==> config.mk <==
export PLATFORM = sky130hd
export DESIGN_NAME = dbam_mapper
export DESIGN_NICKNAME = d
export VERILOG_FILES = /design/src/include/dbam_pkg.sv /design/src/core/dbam_mapper.sv /design/src/core/dbam_area_decode.sv
export SDC_FILE = /design/constraint.sdc
export NUM_CORES = 1
export LEC_CHECK = 0
export ABC_AREA = 0
export BUFFER_PORTS_ARGS = -buffer_cell sky130_fd_sc_hd__buf_2
export CORE_UTILIZATION = 41
export CTS_BUF_LIST = sky130_fd_sc_hd__clkbuf_4 sky130_fd_sc_hd__clkbuf_8 sky130_fd_sc_hd__clkbuf_16
export DETAILED_ROUTE_END_ITERATION = 8
export GPL_TIMING_DRIVEN = 0
export HOLD_SLACK_MARGIN = 0.02
export PLACE_DENSITY = 0.73
export SYNTH_ARGS = -nofsm -noshare
export SYNTH_HDL_FRONTEND = slang
export SYNTH_SLANG_ARGS = --single-unit
==> constraint.sdc <==
create_clock -name sys_clk -period 2.16 [get_ports sys_clk]
set_input_delay 0.648 -clock sys_clk [delete_from_list [all_inputs] [get_ports sys_clk]]
set_output_delay 0.648 -clock sys_clk [all_outputs]
set_load 0.01 [all_outputs]
==> src/include/dbam_pkg.sv <==
// Constants and carrier types of the direct bank address mapper.
// Assumes a 16-bit core address space and a single core clock.
package dbam_pkg;

  // ----------------------------------------------------------------
  // Address map
  // ----------------------------------------------------------------
  localparam logic [15:0] DBAM_IO_LAST = 16'h007f;
  localparam logic [15:0] DBAM_RAM_FIRST = 16'h0080;
  localparam logic [15:0] DBAM_GPR_FIRST = 16'h0100;
  localparam logic [15:0] DBAM_GPR_LAST = 16'h01ff;
  localparam logic [15:0] DBAM_NVR_FIRST = 16'hffbb;
  localparam logic [15:0] DBAM_NVR_LAST = 16'hffbf;
  localparam logic [15:0] DBAM_VEC_FIRST = 16'hffc0;
  localparam logic [15:0] DBAM_VEC_LAST = 16'hffff;

  // Last implemented RAM byte for each size variant.
  localparam logic [15:0] DBAM_RAM_LAST_SMALL = 16'h018f;
  localparam logic [15:0] DBAM_RAM_LAST_MID = 16'h028f;
  localparam logic [15:0] DBAM_RAM_LAST_FULL = 16'h047f;

  // ----------------------------------------------------------------
  // Bank selector fields
  // ----------------------------------------------------------------
  localparam logic [2:0] DBAM_SEL_RESET = 3'h0;
  localparam int DBAM_WIN_BITS = 7;

  typedef enum logic [1:0] {
    DBAM_VAR_SMALL,
    DBAM_VAR_MID,
    DBAM_VAR_FULL
  } dbam_variant_t;

  // ----------------------------------------------------------------
  // Carriers
  // ----------------------------------------------------------------
  typedef struct packed {
    logic valid;
    logic direct;
    logic write;
    logic [15:0] addr;
  } dbam_req_t;

  typedef struct packed {
    logic io;
    logic ram;
    logic gpr;
    logic nonvolatile_setting_store;
    logic vec;
  } dbam_area_t;

  typedef struct packed {
    logic valid;
    logic fault;
    logic write;
    logic [15:0] addr;
    dbam_area_t area;
  } dbam_resp_t;

endpackage

==> src/core/dbam_mapper.sv <==
// Direct bank address mapper: translates core operand addresses to physical ones.
// Assumes the core issues one request per cycle on sys_clk and holds no handshake.
// Operation
// RULE1: Direct operands 0x0000 to 0x007F go to the same physical address for any bank.
// RULE2: The bank selector is three bits, resets to zero, and zero maps 0x0090-0x00FF to itself.
// RULE3: Selector values one to seven send 0x0080-0x00FF to 128-byte windows from 0x0100 to 0x047F.
// RULE4: The register area 0x0100-0x01FF is RAM and ordinary accesses read and write it.
// RULE5: The top 0xFFC0-0xFFFF of program memory is the vector table of start addresses.
// RULE6: Program addresses 0xFFBB-0xFFBF are kept for the non-volatile setting data.
// RULE7: Bank windows stop at the variant's RAM end, 0x018F or 0x028F on the smaller parts.
// RULE8: Only direct operands are translated; other modes pass the full address unchanged.
`timescale 1ns/1ns
`default_nettype none
module dbam_mapper #(
  parameter dbam_pkg::dbam_variant_t VARIANT = dbam_pkg::DBAM_VAR_FULL
) (
  // Clock and reset
  input wire logic sys_clk,
  input wire logic srst,
  // Bank selector update from the core
  input wire logic selWrite,
  input wire logic [2:0] selData,
  // Request from the core
  input wire dbam_pkg::dbam_req_t req,
  // Answer toward the memory array
  output dbam_pkg::dbam_resp_t resp,
  output logic [2:0] directBankSelect
);

  // ----------------------------------------------------------------
  // Variant limit
  // ----------------------------------------------------------------
  logic [15:0] ramLast;

  always_comb
  begin
    case (VARIANT)
      dbam_pkg::DBAM_VAR_SMALL: ramLast = dbam_pkg::DBAM_RAM_LAST_SMALL;
      dbam_pkg::DBAM_VAR_MID: ramLast = dbam_pkg::DBAM_RAM_LAST_MID;
      default: ramLast = dbam_pkg::DBAM_RAM_LAST_FULL;
    endcase
  end

  // ----------------------------------------------------------------
  // Bank selector
  // ----------------------------------------------------------------
  logic [2:0] sel_q;
  logic [2:0] sel_d;

  always_comb
  begin
    sel_d = sel_q;
    if (selWrite)
    begin
      sel_d = selData;
    end
  end

  always_ff @(posedge sys_clk)
  begin
    if (srst)
    begin
      sel_q <= dbam_pkg::DBAM_SEL_RESET; // [RULE2]
    end
    else
    begin
      sel_q <= sel_d;
    end
  end

  // ----------------------------------------------------------------
  // Translation
  // ----------------------------------------------------------------
  // The selector in force is the registered one, so a selector write and a
  // request in the same cycle use the old bank; this matches an instruction
  // boundary in the core and keeps the path short.
  logic [15:0] physAddr;
  logic inWindow;
  dbam_pkg::dbam_area_t area;

  always_comb
  begin
    physAddr = req.addr; // [RULE8]
    inWindow = 1'b0;
    if (req.direct)
    begin
      if (req.addr[7:0] <= dbam_pkg::DBAM_IO_LAST[7:0])
      begin
        physAddr = {8'h00, req.addr[7:0]}; // [RULE1]
      end
      else if (sel_q == dbam_pkg::DBAM_SEL_RESET)
      begin
        physAddr = {8'h00, req.addr[7:0]}; // [RULE2]
      end
      else
      begin
        // Window base is (selector + 1) * 128: selector one lands on 0x0100.
        physAddr = {5'h00, 4'({1'b0, sel_q} + 4'h1), req.addr[6:0]}; // [RULE3]
        inWindow = 1'b1;
      end
    end
  end

  dbam_area_decode u_decode (
    .physAddr(physAddr),
    .ramLast(ramLast),
    .area(area)
  );

  // ----------------------------------------------------------------
  // Answer register
  // ----------------------------------------------------------------
  // A window past the implemented RAM is refused rather than aliased, and
  // program-memory tables are read-only from the data path.
  dbam_pkg::dbam_resp_t resp_q;
  dbam_pkg::dbam_resp_t resp_d;
  logic refuse;

  always_comb
  begin
    refuse = (inWindow && !area.ram) || // [RULE7]
             (req.write && (area.nonvolatile_setting_store || area.vec)); // [RULE5] [RULE6]
    resp_d.valid = req.valid && !refuse;
    resp_d.fault = req.valid && refuse;
    resp_d.write = req.valid && req.write;
    resp_d.addr = req.valid ? physAddr : 16'h0000;
    resp_d.area = req.valid ? area : '0;
  end

  always_ff @(posedge sys_clk)
  begin
    if (srst)
    begin
      resp_q <= '0;
    end
    else
    begin
      resp_q <= resp_d;
    end
  end

  assign resp = resp_q;
  assign directBankSelect = sel_q;
endmodule
`default_nettype wire

==> src/core/dbam_area_decode.sv <==
// Combinational decoder of the special areas for one physical address.
// Assumes the caller supplies the last implemented RAM byte of the variant.
`timescale 1ns/1ns
`default_nettype none
module dbam_area_decode (
  // Address in
  input wire logic [15:0] physAddr,
  input wire logic [15:0] ramLast,
  // Area flags out
  output dbam_pkg::dbam_area_t area
);

  always_comb
  begin
    area.io = (physAddr <= dbam_pkg::DBAM_IO_LAST);
    area.ram = (physAddr >= dbam_pkg::DBAM_RAM_FIRST) && (physAddr <= ramLast);
    // The register area is ordinary RAM as well, so both flags rise together.
    area.gpr = (physAddr >= dbam_pkg::DBAM_GPR_FIRST) &&
               (physAddr <= dbam_pkg::DBAM_GPR_LAST) && (physAddr <= ramLast); // [RULE4]
    area.nonvolatile_setting_store = (physAddr >= dbam_pkg::DBAM_NVR_FIRST) &&
               (physAddr <= dbam_pkg::DBAM_NVR_LAST); // [RULE6]
    area.vec = (physAddr >= dbam_pkg::DBAM_VEC_FIRST); // [RULE5]
  end

endmodule
`default_nettype wire

==> flow_summary.ini <==
[status]
status = completed

[route]
vias_per_cell = 5.34
drt_first_iter_violations = 7
ant_nets = 0
drc = 0
wirelength_um = 2340
vias = 1025
first_pass_iters = 4
wire_per_inst_um = 12.2

[timing]
fin_skew_ps = 4.46
max_freq_ghz = 0.500
setup_viol = 0
final_max_slew_viol_count = 0
slew_headroom_pct = 68.3
finalCritPeriodShare_pct = 92.6
min_period_ps = 2000
fin_setup_tns_ps = 0
rsz0062_at_grt = false
worst_slew_pin_slew_ps = 474
hold_viol = 0

[worst_setup_path]
crit_path_end_kind = flop
path_buf_inv = 1
r2r_slack_ps = 160
cp-start-kind = flop
worstSetupPathType = flop to flop
cp.required_ps = 2380
worst-path-max-fanout = 7
crit_path_max_incr_delay_ps = 490
r2r_cells = 6
arrival_ps = 2220
rr_startpoint = directBankSelect[1]
path_cells = inv_1, ha_1, or3b_4, a31oi_2, nor2_1, a221o_1
critPathTopFamily = compound AO/OA/AOI/OAI gates
crit_slowest_cell = dfxtp_1
r2r_end = resp[22]

[power]
power_leakage_nw = 0.690
design_power_total_mw = 0.874
cellPowerDensity_nw_per_um2 = 623
ir_drop_mv = 0.441

[yosys]
synth.avg_cell_area_um2 = 10.0
yosys_warnings = 0
synthesis.area_um2 = 1080
synth_edf_count = 0
yosysSeqAreaShare_pct = 49.8
synth-async-reset-ratio_pct = 0
synth_area_leaders = dfxtp_1 (50%), and2_1 (5.8%), mux2i_1 (3.7%)
netlist_instances = 108
ys_seq_elements = 27
synth_nets = 135
synth_top_area_share_pct = 49.8
yosysUniqueCellTypes = 34
synth-main-ff-cell = dfxtp_1
synth_top_cell_by_area = dfxtp_1

[final_layout]
utilization_pct = 56.6
finalInstanceArea_um2 = 1400
num_antenna_cells = 0
nFillCells = 241
final_nets = 190
area_delta_synth_final_pct = 29.3
final_common_cell = buf_2
fin_cells = 192
final_cell_mix = buf_2 (51), dfxtp_1 (27), and2_1 (10), nor2_1 (10), and3_1 (6)
seq_area_um2 = 541
multiInputGateArea_um2 = 517
drive_gt1_share_pct = 37.0

[placed_design]
place.gp.congestion = 0.822
place_area_um2 = 1370
dp_hpwl_um = 1850
portBuffers = 50
dp_cells = 188

[run]
maxCapViolCount = 0

[floorplanning]
die_h_um = 53.4
rows = 18
die_w_um = 53.4
io_pins = 52
core_region_area_um2 = 2480
start_util_pct = 43.8
die_area_um2 = 2860

[clock_network]
root_buffer = clkbuf_4
cts_setup_buffers = 0
cts_sinks = 27
clkTransAtPathRegs_ps = 130
holdBufCountCts = 0
numCtsBuffers = 3
cts_buffer_depth = 2
cts_resized = 0
htree_levels = 1
worstSkewPairLatency_ps = 320
cts_tree = done

[worst_hold_path]
holdCritPathClass = input port to flop
holdPathStages = 2
worstHoldStart = srst
hold_end = directBankSelect[0]

[grt]
grt_first_pass_wirelength_um = 3860
grt_overflow = 0
grt_pass1_vias = 931
grt_max_degree = 15
grt_antenna_before_repair = 0
globalRouteTotalUtil_pct = 18.5
## worst max path at each step
stage	slack, ps	cells past startpoint	to	from
final	160	6	resp[22]	directBankSelect[1]
after detailed placement	90	6	resp[22]	req[17]
after global placement	130	6	resp[22]	req[17]
after global routing	60	6	resp[22]	directBankSelect[1]
after floorplan	320	6	resp[22]	directBankSelect[1]
after CTS	160	6	resp[22]	directBankSelect[1]
## metal layers
layer  global-route usage (%)  share of wire (%)
met5                        0                  0
met4                     7.89                1.7
met2                     31.7                 47
met3                     3.74                9.0
met1                     21.9                 42
## flip-flops by register name (all words and copies together), names as in the netlist
signal and count:
directBankSelect 3, resp 24
## kinds of logic (layout without fill, tap and decap cells)
logic type	Yosys count	after routing	share of synthesized area, %
mux	4	4	3.69
fa+ha+maj	2	2	2.31
compound gates	18	18	14.8
simple gates	50	50	26.9
flops	27	27	49.8
buf+inv	7	61	2.54
## worst reg2reg max path: stages (launching register included)
cell,delay (ps)
dfxtp_1,490
inv_1,70
ha_1,210
or3b_4,390
a31oi_2,320
nor2_1,90
a221o_1,330
## power by group
group	switching [mW]	internal (mW)
Sequential	0.00913	0.515
Clock	0.134	0.0848
Combinational	0.0737	0.0567
Total	0.217	0.656
## per-stage QoR
stage                     worst slack, ps  hold WS (ps)
after floorplan                       323           573
after global placement                125           579
after detailed placement             92.0           583
after CTS                             161           517
after global routing                 61.3           510
final                                 159           523
## area by class of cell
class / count / area share [%]
flip-flops and latches: 27 / 38.5
well taps: 30 / 2.68
plain buffers: 3 / 0.892
inverters: 4 / 1.07
repair buffers: 50 / 17.8
multi-input cells: 74 / 36.8
clock buffers: 4 / 2.14
## cells in the mapped netlist, types with 2 or more instances
| cell type | number |
|---|---|
| nor2b_1 | 4 |
| ha_1 | 2 |
| inv_1 | 4 |
| nand3_1 | 4 |
| nand4_1 | 3 |
| nor3_1 | 2 |
| nand2b_1 | 2 |
| clkbuf_1 | 2 |
| nor4_1 | 2 |
| mux2i_1 | 4 |
| dfxtp_1 | 27 |
| a21oi_1 | 3 |
| nand2_1 | 2 |
| o21ai_0 | 3 |
| and3_1 | 6 |
| a41oi_1 | 2 |
| nor2_1 | 10 |
| and2_1 | 10 |
(Power assumes the default switching activity.)
